$ cat src/rtl/bads_pkg.sv
// package for the bcd adjust / decrement / skip execution slice
package bads_pkg;
   localparam int          DATA_W        = 8;
   localparam int          PHASES        = 4;
   localparam logic [3:0]  NIBBLE_MAX    = 4'h9;
   localparam logic [3:0]  BCD_FIX       = 4'h6;
   localparam logic [7:0]  WORK_RST      = 8'h00;
   localparam logic [1:0]  SKIP_CYC_ONE  = 2'h1;
   localparam logic [1:0]  SKIP_CYC_TWO  = 2'h2;

   typedef enum logic [2:0] {
      BADS_OP_NONE  = 3'h0,
      BADS_OP_DECADJ = 3'h1,
      BADS_OP_DEC   = 3'h2,
      BADS_OP_CPGT  = 3'h3,
      BADS_OP_CPLT  = 3'h4
   } bads_op_t;

   typedef struct packed {
      bads_op_t   op;
      logic [7:0] fileAddr;
      logic       destSel;
      logic       accessSel;
      logic       nextTwoWord;
   } bads_instr_t;

   typedef struct packed {
      logic carry;
      logic digitCarry;
   } bads_flags_t;

   typedef enum logic [3:0] {
      BADS_Q1 = 4'b0001,
      BADS_Q2 = 4'b0010,
      BADS_Q3 = 4'b0100,
      BADS_Q4 = 4'b1000
   } bads_phase_t;
endpackage

$ cat src/rtl/bads_core.sv
// four-phase execution slice: decimal adjust, decrement file, compare-and-skip
// Overview of operation
// RULE1: low nibble plus 6 when above 9 or digit carry set
// RULE2: high nibble plus 6 when above 9 or carry set
// RULE3: decimal adjust takes one cycle: decode, read, process, write
// RULE4: skip over a two-word instruction costs two all-nop cycles
// RULE5: greater-than compare skips next instruction when file exceeds working register
// RULE6: decrement takes 8-bit address, destination bit and access bank bit
// RULE7: decimal adjust changes only carry, set by carry out of bit 7
`timescale 1ns/1ps
module bads_core (
   input  wire logic                  clk,
   input  wire logic                  rst_n,
   input  wire logic                  instrValid,
   input  wire bads_pkg::bads_instr_t instr,
   input  wire logic [7:0]            fileData,
   output logic                       instrReady,
   output logic [7:0]                 workingReg,
   output bads_pkg::bads_flags_t      flags,
   output logic [7:0]                 fileAddrOut,
   output logic                       accessSelOut,
   output logic                       fileWrEn,
   output logic [7:0]                 fileWrData,
   output logic                       skipNext,
   output logic                       nopCycle,
   output bads_pkg::bads_phase_t      phase
);
   import bads_pkg::*;

   // refuse package settings that the phase ring, the datapath or the skip counter cannot serve
   if (PHASES != 4) begin : g_phaseChk
      $error("phase ring is built for four phases only");
   end
   if (DATA_W != 8) begin : g_widthChk
      $error("datapath is built for eight bits only");
   end
   if (SKIP_CYC_TWO <= SKIP_CYC_ONE) begin : g_skipChk
      $error("two-word skip must discard more cycles than a one-word skip");
   end

   // compare ops are decoded both in process and in skip control
   function automatic logic isCompare(input bads_op_t op);
      return (op == BADS_OP_CPGT) || (op == BADS_OP_CPLT);
   endfunction

   // RULE5: outcome of the compare ops, file register against working register
   function automatic logic compareHit(input bads_op_t op, input logic [7:0] f, input logic [7:0] w);
      unique case (op)
         BADS_OP_CPGT: return f > w;
         BADS_OP_CPLT: return f < w;
         default:      return 1'b0;
      endcase
   endfunction

   // nop cycles to discard after a taken skip
   function automatic logic [1:0] skipCycles(input logic twoWord);
      return twoWord ? SKIP_CYC_TWO : SKIP_CYC_ONE;
   endfunction

   // destination 0 of a decrement is the working register, 1 the file register
   function automatic logic writesWork(input bads_instr_t ins);
      return (ins.op == BADS_OP_DECADJ) || (ins.op == BADS_OP_DEC && !ins.destSel);
   endfunction

   bads_phase_t phase_q;
   bads_phase_t phase_d;
   bads_instr_t cur_q;
   logic [7:0]  work_q;
   logic [7:0]  operand_q;
   logic [7:0]  result_q;
   logic        carry_q;
   logic        dcarry_q;
   logic        skipDec_q;
   logic [1:0]  nopLeft_q;
   logic        busy_q;
   logic        skipNext_q;
   logic        wrEn_q;
   logic [7:0]  wrData_q;
   logic [7:0]  adjValue;
   logic        adjCarry;

   bads_decimal_adjust uAdj (
      .valueIn      (operand_q),
      .carryIn      (carry_q),
      .digitCarryIn (dcarry_q),
      .valueOut     (adjValue),
      .carryOut     (adjCarry)
   );

   // new instruction only at Q1 of a cycle that is not a nop cycle
   assign instrReady = (phase_q == BADS_Q1) && (nopLeft_q == 2'h0);

   // next phase of the ring; an illegal code falls back to Q1 so the ring recovers
   always_comb begin
      unique case (phase_q)
         BADS_Q1: phase_d = BADS_Q2;
         BADS_Q2: phase_d = BADS_Q3;
         BADS_Q3: phase_d = BADS_Q4;
         BADS_Q4: phase_d = BADS_Q1;
         default: phase_d = BADS_Q1;
      endcase
   end

   // phase ring, one instruction cycle per four clocks
   always_ff @(posedge clk) begin
      if (!rst_n) begin
         phase_q <= BADS_Q1;
      end else begin
         phase_q <= phase_d;
      end
   end

   // RULE3: decode in Q1
   always_ff @(posedge clk) begin
      if (!rst_n) begin
         cur_q  <= '0;
         busy_q <= 1'b0;
      end else if (phase_q == BADS_Q1) begin
         busy_q <= instrReady && instrValid;
         // RULE6: latch address, destination and bank select
         cur_q  <= (instrReady && instrValid) ? instr : '0;
      end
   end

   // RULE3: read operand in Q2
   always_ff @(posedge clk) begin
      if (!rst_n) begin
         operand_q <= WORK_RST;
      end else if (phase_q == BADS_Q2 && busy_q) begin
         operand_q <= (cur_q.op == BADS_OP_DECADJ) ? work_q : fileData;
      end
   end

   // RULE3: process in Q3
   always_ff @(posedge clk) begin
      if (!rst_n) begin
         result_q  <= WORK_RST;
         skipDec_q <= 1'b0;
      end else if (phase_q == BADS_Q3) begin
         skipDec_q <= 1'b0;
         if (busy_q) begin
            unique case (cur_q.op)
               // RULE1: adjusted value from the bcd corrector
               BADS_OP_DECADJ: result_q <= adjValue;
               BADS_OP_DEC:    result_q <= operand_q - 8'h01;
               // RULE5: CPGT skips when file register exceeds working register, CPLT when it is below it
               BADS_OP_CPGT,
               BADS_OP_CPLT:   skipDec_q <= compareHit(cur_q.op, operand_q, work_q);
               default:        result_q <= result_q;
            endcase
         end
      end
   end

   // RULE3: write back in Q4
   always_ff @(posedge clk) begin
      if (!rst_n) begin
         work_q <= WORK_RST;
      end else if (phase_q == BADS_Q4 && busy_q && writesWork(cur_q)) begin
         work_q <= result_q;
      end
   end

   // RULE7: only the carry is touched, and only by decimal adjust
   always_ff @(posedge clk) begin
      if (!rst_n) begin
         carry_q <= 1'b0;
      end else if (phase_q == BADS_Q4 && busy_q && cur_q.op == BADS_OP_DECADJ) begin
         carry_q <= adjCarry;
      end
   end

   // digit carry is read by the adjust but never written, it keeps its reset value 0
   always_ff @(posedge clk) begin
      if (!rst_n) begin
         dcarry_q <= 1'b0;
      end else begin
         dcarry_q <= dcarry_q;
      end
   end

   // destination 1 sends the decrement back to the file register as a one-clock strobe
   always_ff @(posedge clk) begin
      if (!rst_n) begin
         wrEn_q   <= 1'b0;
         wrData_q <= 8'h00;
      end else begin
         wrEn_q <= 1'b0;
         if (phase_q == BADS_Q4 && busy_q && cur_q.op == BADS_OP_DEC && cur_q.destSel) begin
            wrEn_q   <= 1'b1;
            wrData_q <= result_q;
         end
      end
   end

   // RULE4: skip discards one or two following cycles as nops
   always_ff @(posedge clk) begin
      if (!rst_n) begin
         nopLeft_q  <= 2'h0;
         skipNext_q <= 1'b0;
      end else begin
         skipNext_q <= 1'b0;
         if (phase_q == BADS_Q4 && busy_q && isCompare(cur_q.op) && skipDec_q) begin
            skipNext_q <= 1'b1;
            nopLeft_q  <= skipCycles(cur_q.nextTwoWord);
         end else if (phase_q == BADS_Q4 && nopLeft_q != 2'h0) begin
            nopLeft_q <= nopLeft_q - 2'h1;
         end
      end
   end

   // adjust reads flags after Q4 update, so flags are stable during Q3 of the next op
   assign workingReg   = work_q;
   assign flags        = '{carry: carry_q, digitCarry: dcarry_q};
   assign fileAddrOut  = cur_q.fileAddr;
   assign accessSelOut = cur_q.accessSel;
   assign fileWrEn     = wrEn_q;
   assign fileWrData   = wrData_q;
   assign skipNext     = skipNext_q;
   assign nopCycle     = nopLeft_q != 2'h0;
   assign phase        = phase_q;
endmodule

$ cat src/rtl/bads_decimal_adjust.sv
// combinational packed-bcd correction of the working register
`timescale 1ns/1ps
module bads_decimal_adjust (
   input  wire logic [7:0] valueIn,
   input  wire logic       carryIn,
   input  wire logic       digitCarryIn,
   output logic [7:0]      valueOut,
   output logic            carryOut
);
   import bads_pkg::*;
   logic [4:0] lowSum;
   logic [4:0] highSum;
   logic       lowFix;
   logic       highFix;

   always_comb begin
      // RULE1: low nibble fix
      lowFix  = (valueIn[3:0] > NIBBLE_MAX) || digitCarryIn;
      lowSum  = {1'b0, valueIn[3:0]} + (lowFix ? {1'b0, BCD_FIX} : 5'h00);
      // RULE2: high nibble fix, low carry propagates as in an 8-bit add
      highFix = (valueIn[7:4] > NIBBLE_MAX) || carryIn;
      highSum = {1'b0, valueIn[7:4]} + (highFix ? {1'b0, BCD_FIX} : 5'h00) + {4'h0, lowSum[4]};
      valueOut = {highSum[3:0], lowSum[3:0]};
      // RULE7: carry only from bit 7, kept if already set
      carryOut = highSum[4] | carryIn;
   end
endmodule

$ cat config.mk
export PLATFORM = sky130hd
export DESIGN_NAME = bads_core
export DESIGN_NICKNAME = d
export VERILOG_FILES = /design/src/rtl/bads_pkg.sv /design/src/rtl/bads_core.sv /design/src/rtl/bads_decimal_adjust.sv
export SDC_FILE = /design/constraint.sdc
export NUM_CORES = 1
export LEC_CHECK = 0
export ABC_AREA = 1
export BUFFER_PORTS_ARGS = -buffer_cell sky130_fd_sc_hd__buf_2
export CAP_MARGIN = 20
export CELL_PAD_IN_SITES_DETAIL_PLACEMENT = 0
export CELL_PAD_IN_SITES_GLOBAL_PLACEMENT = 1
export CORE_ASPECT_RATIO = 0.9
export CORE_MARGIN = 3
export CORE_UTILIZATION = 34
export CTS_CLUSTER_DIAMETER = 100
export DETAILED_ROUTE_END_ITERATION = 10
export GPL_ROUTABILITY_DRIVEN = 1
export PLACE_DENSITY_LB_ADDON = 0.1
export SLEW_MARGIN = 0
export SYNTH_ARGS = -nofsm -noshare
export SYNTH_HDL_FRONTEND = slang
export SYNTH_SLANG_ARGS = --single-unit
$ cat constraint.sdc
create_clock -name clk -period 4 [get_ports clk]
set_input_delay 0.8 -clock clk [delete_from_list [all_inputs] [get_ports clk]]
set_output_delay 0.8 -clock clk [all_outputs]
set_load 0.03 [all_outputs]
==> results.toml, run 1 <==
[grt]
overflow = 0
grt_use_total_pct = 15.89
grt.busiest_layer = "met1"
met3_usage_pct = 5.430
grt_max_degree = 35
grt_antenna_before_repair = 0
use_met1_pct = 23.35
globalRouteMet2Util_pct = 21.59
grt_pass1_vias = 2402
grt_pass1_wl_mm = 12.25

[critical_path]
worstPathArrival_ps = 2940
path_max_fanout = 5
crit_path_cell_trace = "inv_1 > ha_1 > o21ai_0 > inv_1 > nor2_1 > ha_1 > nand2_1 > nand2_1 > ha_1 > inv_1 > fa_1 > or2_2 > a21oi_1 > a31oi_1 > nor2_1"
worstSetupPathType = "reg -> reg"
path_buf_inv = 3
cp_slowest_cell = "dfxtp_1"
cp_top_family = "adder cells"
endpoint_kind = "flip-flop"
critical-path-max-stage-delay_ps = 390
start_kind = "flip-flop"
cp_data_required_time_ps = 4260

[route]
vias = 2511
wire_per_inst_um = 12.66
wirelength_mm = 7.014
first_pass_iters = 4
drt-initial-drc-count = 106
avgViaCountPerCell = 4.532
drc = 0
ant_nets = 0

[synthesis]
yosysWarnings = 0
netlist_area_sq_mm = 0.002938
ys_seq_area_share_pct = 38.84
synth_edf_count = 0
ys.flop_type = "dfxtp_1"
syn_area_per_cell_sq_um = 7.591
synth_top_cell_area_share_pct = 38.84
syn_nets = 429
synthArstFlopShare_pct = 0
yosys_register_bits = 57
synthTopCellsByArea = "dfxtp_1 (39%), nand2_1 (8.3%), ha_1 (6.8%)"
syn_inst = 387
synth.distinct_cells = 34
synth_top_area_cell = "dfxtp_1"

[clocking]
ctsHoldBuffers = 0
clkLatencyLatePin_ps = 340
cts_root_buffer = "clkbuf_8"
ctsResizeCount = 0
cts_setup_buffers = 0
htreeDepth = 3
clock-sinks = 57
cts_tree = "built"
clk_pin_slew_worst_paths_ps = 60
cts_buffer_depth = 2
cts_made_buffers = 9

[place]
post-place-ws_ps = 1308
numPortBuffers = 58
gp_congestion = 0.8487
hpwl_mm = 5.098

[finish]
diodes = 0
finalNetCount = 477
final_common_cell = "nand2_1"
final_core_util_pct = 41.10
fill_cells = 905
drive_gt1_share_pct = 25.97
area_growth_pct = 15.03
final_cell_mix = "nand2_1 (65), buf_2 (58), dfxtp_1 (57), nor2_1 (44), o21ai_0 (40)"

[timing]
clock-skew-final_ps = 7.571
slew_viol_final = 0
period_share_pct = 66.95
tightestPinTransition_ps = 950.5
holdWs_ps = 459.9
period_needed_ps = 2678
slew_headroom_pct = 36.57
setup_viol_count_final = 0
fin_ws_ps = 1322
hold_viol_final = 0
finalSetupTns_ps = 0
fmax_mhz = 373.4
rsz0062_at_grt = "false"

[power]
seqPwrFrac_pct = 46.5
p_sw_uw = 421.9
combinationalPowerShare_pct = 18.7
peakVddDrop_mv = 0.1376
powerDensity_mw_per_mm2 = 391.4
sw_frac_of_total_pct = 31.90
pwr-share-clk_pct = 34.8
p_int_uw = 900.7
p_leak_nw = 1.578

[floorplan]
dieArea_sq_mm = 0.009794
initial_utilization_pct = 35.73
die_y_um = 94.19
fp.coreArea_sq_mm = 0.008223
ioPinCount = 60
die_x_um = 104.0
row_count = 31

[status]
status = "completed"

[flow_run]
maxCapViolCount = 0

[worst_hold_path]
min_path_type = "reg -> reg"
## stage by stage
step                std cells  power (mW)  area, sq um
floorplan                 387      0.8294         2938
global placement          539      0.8778         3218
detailed placement        539      0.8783         3218
CTS                       554       1.344         3379
global route              554       1.410         3379
finish                    554       1.323         3379
## metal layers
metal / wire length, um / part of all wire [%] / up-vias
met5: 0 / 0 / -
met4: 79 / 1.1 / 0
met3: 415 / 5.9 / 8
met2: 2731 / 39 / 60
met1: 3788 / 54 / 1097
li1: - / - / 1346
## flip-flops by register name (all words and copies together), names as in the netlist
name	cells
carry_q	1
fileWrData	8
skipNext	1
operand_q	8
fileAddrOut	8
phase	4
nopLeft_q	2
fileWrEn	1
accessSelOut	1
busy_q	1
result_q	8
workingReg	8
cur_q	5
skipDec_q	1
## cell type report
type,instances,area (sq um),area share (%)
clock inverters,4,20.02,0.5924
clock buffers,11,141.4,4.184
multi-input cells,264,1473,43.58
inverters,45,170.2,5.035
repair buffers,58,290.3,8.589
well taps,115,143.9,4.258
flip-flops and latches,57,1141,33.77
## worst reg2reg max path, cell delays in order (launching register included)
cell and delay, ps:
dfxtp_1 390, inv_1 100, ha_1 260, o21ai_0 160, inv_1 70, nor2_1 130
ha_1 190, nand2_1 60, nand2_1 60, ha_1 160, inv_1 50, fa_1 370
or2_2 310, a21oi_1 130, a31oi_1 90, nor2_1 80
## Yosys cell counts (2+ instances only)
cell type  instances
clkbuf_1           4
nor2_1            44
a31oi_1           12
a21oi_2           10
ha_1              16
nand3_1            9
buf_6              3
nand2_1           65
inv_2              6
inv_1             37
nand2_2           12
a21o_1             2
nor2_4             2
nor3_1             2
o21ai_1            6
o21ai_0           40
xor2_1             2
dfxtp_1           57
nor2_2             3
nand3_2            3
buf_4             11
buf_1              2
nand3_4            2
nand4_1            3
a21oi_1           25
## power by group through the flow
stage               sequential [mW]  combinational [mW]  clock [mW]
floorplan                     0.637               0.192           0
global placement              0.627               0.251           0
detailed placement            0.627               0.251           0
CTS                           0.615               0.252       0.477
global route                  0.618               0.280       0.511
finish                        0.615               0.247       0.461
## logic make-up after synthesis
family	after synthesis	share of synthesized area, %
AND/OR/NAND/NOR	147	23.21
AO/OA/AOI/OAI	97	18.70
buffers and inverters	66	11.03
flip-flops	57	38.84
adder cells (fa/ha/maj)	17	7.496
XOR/XNOR	2	0.5964
other	1	0.1276
## final timing paths
path	start	endpoint	slack [ps]	cells after the start
max	operand_q[1]	carry_q	1320	15
min	fileAddrOut[1]	fileAddrOut[1]	460	2
max reg2reg	operand_q[1]	carry_q	1320	15
min reg2reg	fileAddrOut[1]	fileAddrOut[1]	460	2
Note: power is estimated with default switching activity, not from simulation.
==> run 2, diff against run 1 <==
- ABC_AREA: 1 -> 0
- clock period: 4 -> 2.44 ns (I/O delays scaled with it)
==> run 2 against run 1 <==
  * Fmax increased by 17%
  * Combinational power increased by 84%
  * Register-to-register slack worse by 1200 ps
  * Synthesized cell count down 19%
  * Sequential power is 66% higher
  * Die area rose by 1.0%
  * Non-clock buffer count increased by 13
  * Highest routed layer unchanged
==> results.toml, run 2 <==
[synthesis]
yosys_register_bits = 57
syn_nets = 356
yosysWarnings = 0
synth_edf_count = 0
synth_common_cells = "dfxtp_1 (57), nor2_1 (34), mux2i_1 (25), a21oi_1 (22), inv_1 (18)"
ys_seq_area_share_pct = 38.42
synthArstFlopShare_pct = 0
synth.distinct_cells = 57
syn_area_per_cell_sq_um = 9.460
syn_inst = 314
synth_top_area_cell = "dfxtp_1"
synthTopCellsByArea = "dfxtp_1 (38%), mux2i_1 (8.4%), ha_1 (6.7%)"
ys.flop_type = "dfxtp_1"
synth_top_cell_area_share_pct = 38.42
synth_most_common_cell = "dfxtp_1"
netlist_area_sq_mm = 0.002970

[critical_path]
timing.reg2reg.setup_slack_ps = 150
worstPathArrival_ps = 2560
crit_path_cell_trace = "inv_1 > ha_2 > nor2_2 > o21ai_2 > inv_2 > ha_4 > a22o_1 > ha_2 > inv_2 > fa_2 > a21oi_1 > nand2_1 > o21ai_0"
reg2reg_from = "operand_q[1]"
worstSetupPathType = "reg -> reg"
r2r_cells = 13
start_kind = "flip-flop"
worstReg2RegEnd = "result_q[5]"
path_depth = 13
cp_top_family = "adder cells"
endpoint_kind = "flip-flop"
critPathLaunch = "operand_q[1]"
path_max_fanout = 2
cp_data_required_time_ps = 2710
critPathCapture = "result_q[5]"
critical-path-max-stage-delay_ps = 430
path_buf_inv = 3
cp_slowest_cell = "fa_2"

[power]
peakVddDrop_mv = 0.2557
p_int_mw = 1.664
powerDensity_mw_per_mm2 = 667.9
sw_frac_of_total_pct = 30.49
pwr-share-clk_pct = 38.4
seqPwrFrac_pct = 42.6
combinationalPowerShare_pct = 19.0
p_leak_nw = 1.575
p_sw_uw = 729.7

[route]
drc = 0
ant_nets = 0
drt-initial-drc-count = 107
wire_per_inst_um = 15.37
vias = 2373
first_pass_iters = 4
avgViaCountPerCell = 4.863
wirelength_mm = 7.500

[grt]
grt_use_total_pct = 15.65
grt_max_degree = 51
grt_pass1_vias = 2245
overflow = 0
grt_antenna_before_repair = 0
grt_pass1_wl_mm = 11.98

[clocking]
cts_made_buffers = 9
ctsHoldBuffers = 0
clock-sinks = 57
clk_pin_slew_worst_paths_ps = 70
cts_root_buffer = "clkbuf_8"
cts_tree = "built"
clkLatencyLatePin_ps = 340
cts_buffer_depth = 2
htreeDepth = 3
cts_setup_buffers = 0

[worst_hold_path]
hold_start = "instr[8]"
min_path_type = "in -> reg"

[finish]
fin_area_sq_mm = 0.003583
drive_gt1_share_pct = 35.66
final_cell_mix = "buf_2 (58), dfxtp_1 (55), nor2_1 (33), mux2i_1 (25), a21oi_1 (22)"
layout.cells.non_filler = 488
diodes = 0
final_core_util_pct = 43.37
area_growth_pct = 20.64
final_common_cell = "buf_2"
finalNetCount = 410

[timing]
fmax_mhz = 436.6
period_needed_ps = 2290
clock-skew-final_ps = 5.198
setup_viol_count_final = 0
slew_viol_final = 0
slew_headroom_pct = 52.87
holdWs_ps = 377.2
tightestPinTransition_ps = 706.9
hold_viol_final = 0
period_share_pct = 93.87

[place]
hpwl_mm = 5.272
gp_congestion = 0.8346
numPortBuffers = 58
dp_cells = 472
dpl_cell_area_sq_mm = 0.003326

[floorplan]
die_y_um = 94.67
initial_utilization_pct = 35.95
ioPinCount = 60
die_x_um = 104.5
row_count = 31
fp.coreArea_sq_mm = 0.008262
dieArea_sq_mm = 0.009895

[flow_run]
maxCapViolCount = 0

[status]
status = "completed"
==> run 2: through the flow <==
stage | setup slack, ps | total power [mW] | TNS [ps]
after global placement | 53.77 | 1.492 | 0
after CTS | 7.619 | 2.426 | 0
after detailed placement | -76.82 | 1.493 | -156.3
final | 149.5 | 2.393 | 0
after floorplan | 184.4 | 1.412 | 0
after global routing | -12.13 | 2.515 | -12.13
==> run 2: power by group through the flow <==
stage / clock, mW / sequential [mW] / combinational, mW
after floorplan: 0 / 1.05 / 0.366
after global placement: 0 / 1.04 / 0.454
after detailed placement: 0 / 1.04 / 0.453
after CTS: 0.951 / 1.02 / 0.456
after global routing: 0.994 / 1.03 / 0.495
final: 0.920 / 1.02 / 0.455
==> run 2: kinds of logic (layout without fill, tap and decap cells) <==
kind of cell               count (synthesis)  in the layout  share of synthesized area [%]
and+or+nand+nor                           89             89                          16.26
AOI/OAI and AO/OA                         74             74                          19.08
DFF                                       57             57                          38.42
buffers and inverters                     46            105                          8.803
muxes                                     25             25                          8.425
adders and majority gates                 17             17                          7.414
xor gates and xnor gates                   5              5                          1.474
other                                      1              1                         0.1262
==> run 2: per-layer routing <==
| metal | wire length [um] | global-route usage (%) | up-vias |
|---|---|---|---|
| li1 | - | - | 1216 |
| met4 | 87 | 4.651 | 0 |
| met3 | 307 | 4.853 | 11 |
| met2 | 3401 | 24.62 | 47 |
| met1 | 3704 | 20.68 | 1099 |
| met5 | 0 | 0 | - |
==> run 2: how the worst min path moves through the flow <==
stage,endpoint,cells after the start
floorplan,carry_q,2
global placement,result_q[2],2
detailed placement,result_q[2],2
CTS,fileAddrOut[3],3
global route,fileAddrOut[4],3
finish,fileAddrOut[5],3
==> run 2: worst min-delay path, stage by stage <==
cell,delay [ps]
buf_2,80
a22oi_2,50
nor2_2,60
==> run 2: cell type report <==
cell class                      count  area (sq um)
Clock buffer                       12         155.1
Clock inverter                      4         51.30
Fill cell                         875          4678
Inverter                           18         67.56
Multi-Input combinational cell    211          1619
Sequential cell                    57          1146
Tap cell                          115         143.9
Timing Repair Buffer               71         400.4
==> run 2: timing repair <==
item / in CTS / in global routing
resized for setup: 2 / 16
endpoints found under the setup margin: 4 / 4
pin swaps: 0 / 5
==> run 3, diff against run 2 <==
- SETUP_SLACK_MARGIN: unset -> 0.3
==> run 3 against run 2 <==
  * Cell area grew 2.2%
  * Via count grew 2.2%
  * Global-route usage rose by 0.31 points
  * Fmax increased by 2.6%
  * Critical path depth unchanged
  * Critical endpoint unchanged
  * Worst setup slack better by 59 ps
  * First-iteration DRC count up 7.5%
==> results.toml, run 3 (synthesis results as in run 2) <==
[floorplan]
die_x_um = 104.5
initial_utilization_pct = 35.95
dieArea_sq_mm = 0.009895
die_y_um = 94.67
fp.coreArea_sq_mm = 0.008262
ioPinCount = 60
row_count = 31

[worst_hold_path]
min_path_type = "in -> reg"

[power]
combinationalPowerShare_pct = 19.5
powerDensity_mw_per_mm2 = 637.7
pwr-share-clk_pct = 36.9
p_int_mw = 1.637
peakVddDrop_mv = 0.2614
p_sw_uw = 699.3
p_leak_nw = 1.623
seqPwrFrac_pct = 43.6
sw_frac_of_total_pct = 29.93

[clocking]
clkLatencyLatePin_ps = 330
cts_tree = "built"
clock-sinks = 57
htreeDepth = 3
cts_made_buffers = 9
cts_buffer_depth = 2
cts_root_buffer = "clkbuf_8"
clk_pin_slew_worst_paths_ps = 70

[critical_path]
cp_data_required_time_ps = 2700
reg2reg_from = "operand_q[0]"
start_kind = "flip-flop"
worstPathArrival_ps = 2500
timing.reg2reg.setup_slack_ps = 210
r2r_cells = 13
crit_path_frequent_cell = "ha_4"
worstReg2RegEnd = "result_q[5]"
critPathLaunch = "operand_q[0]"
cp_slowest_cell = "fa_2"
critical-path-max-stage-delay_ps = 430
critPathCapture = "result_q[5]"
crit_path_cell_trace = "inv_4 > ha_4 > nor2_2 > o21ai_2 > inv_2 > ha_4 > a22o_1 > ha_4 > inv_2 > fa_2 > a21oi_2 > nand2_1 > o21ai_1"
worstSetupPathType = "reg -> reg"
endpoint_kind = "flip-flop"
path_max_fanout = 4

[finish]
diodes = 0
layout.cells.non_filler = 498
finalNetCount = 420
fill_cells = 826
area_growth_pct = 23.34
drive_gt1_share_pct = 37.60
final_cell_mix = "buf_2 (58), dfxtp_1 (55), nor2_1 (33), mux2i_1 (25), buf_4 (23)"
final_common_cell = "buf_2"

[place]
hpwl_mm = 5.333
numPortBuffers = 58
post-place-ws_ps = 119.6
dp_cells = 474
gp_congestion = 0.8036

[route]
wire_per_inst_um = 15.20
drc = 0
wirelength_mm = 7.569
drt-initial-drc-count = 115
vias = 2425
first_pass_iters = 4
avgViaCountPerCell = 4.869
ant_nets = 0

[grt]
grt_use_total_pct = 15.95
grt_antenna_before_repair = 0
grt_pass1_wl_mm = 12.24
grt_pass1_vias = 2325
grt_max_degree = 36
overflow = 0

[status]
status = "completed"

[timing]
setup_viol_count_final = 0
period_needed_ps = 2232
tightestPinTransition_ps = 721.0
hold_viol_final = 0
clock-skew-final_ps = 6.212
fmax_mhz = 448.0
finalSetupTns_ps = 0
slew_viol_final = 0
fin_ws_ps = 208.1
slew_headroom_pct = 51.93
period_share_pct = 91.47
rsz0062_at_grt = "true"

[flow_run]
maxCapViolCount = 0
-- run 3: repair_timing --
| action | CTS | global route |
|---|---|---|
| buffers inserted | 6 | 2 |
| setup endpoints to repair | 4 | 4 |
| hold buffers | 0 | 0 |
| gates resized for setup | 8 | 7 |
| cloned | 0 | 0 |
| pin swaps | 4 | 6 |
-- run 3: worst min path at each step --
stage	start	end	slack, ps	cells past startpoint
4_1_cts	instr[6]	fileAddrOut[3]	360	3
6_report	instr[6]	fileAddrOut[3]	380	3
2_1_floorplan	carry_q	carry_q	440	2
5_1_grt	instr[6]	fileAddrOut[3]	370	3
3_5_place_dp	result_q[1]	result_q[1]	460	2
3_3_place_gp	result_q[1]	result_q[1]	460	2
-- run 3: power groups by stage --
stage | registers, mW | clock network (mW) | logic, mW
after floorplan | 1.05 | 0 | 0.367
after global placement | 1.04 | 0 | 0.452
after CTS | 1.02 | 0.895 | 0.457
after detailed placement | 1.04 | 0 | 0.450
after global routing | 1.02 | 0.942 | 0.499
final | 1.02 | 0.862 | 0.456
-- run 3: cell type report --
| cell class | instances | area (sq um) | area share, % |
|---|---|---|---|
| clock buffers | 13 | 148.9 | 4.064 |
| clock inverters | 3 | 40.04 | 1.093 |
| inverters | 18 | 72.57 | 1.981 |
| multi-input cells | 211 | 1647 | 44.95 |
| flip-flops and latches | 57 | 1149 | 31.35 |
| well taps | 115 | 143.9 | 3.928 |
| repair buffers | 81 | 462.9 | 12.64 |
-- run 3: per-stage QoR --
stage / hold slack (ps) / power, mW / instance area, sq um / util (%)
CTS: 363.3 / 2.369 / 3613 / 43.74
detailed placement: 462.3 / 1.489 / 3353 / 40.59
floorplan: 439.3 / 1.413 / 2995 / -
finish: 378.9 / 2.336 / 3664 / 44.34
global placement: 463.0 / 1.491 / 3353 / 40.59
global route: 366.7 / 2.465 / 3664 / 44.34
-- run 3: critical path: cells and delay by family, from the launching register on --
kind	cells	cell delay [ps]
AND/OR/NAND/NOR	2	100
buffers and inverters	3	190
AO/OA/AOI/OAI	4	610
adder cells (fa/ha/maj)	4	890
flip-flops	1	370
-- run 3: layer usage --
metal	vias to the layer above	global-route usage, %	part of all wire (%)
met5	-	0	0
met4	0	5.537	1.3
met3	13	4.648	5.6
met2	58	24.41	42
met1	1127	21.52	51
li1	1227	-	-
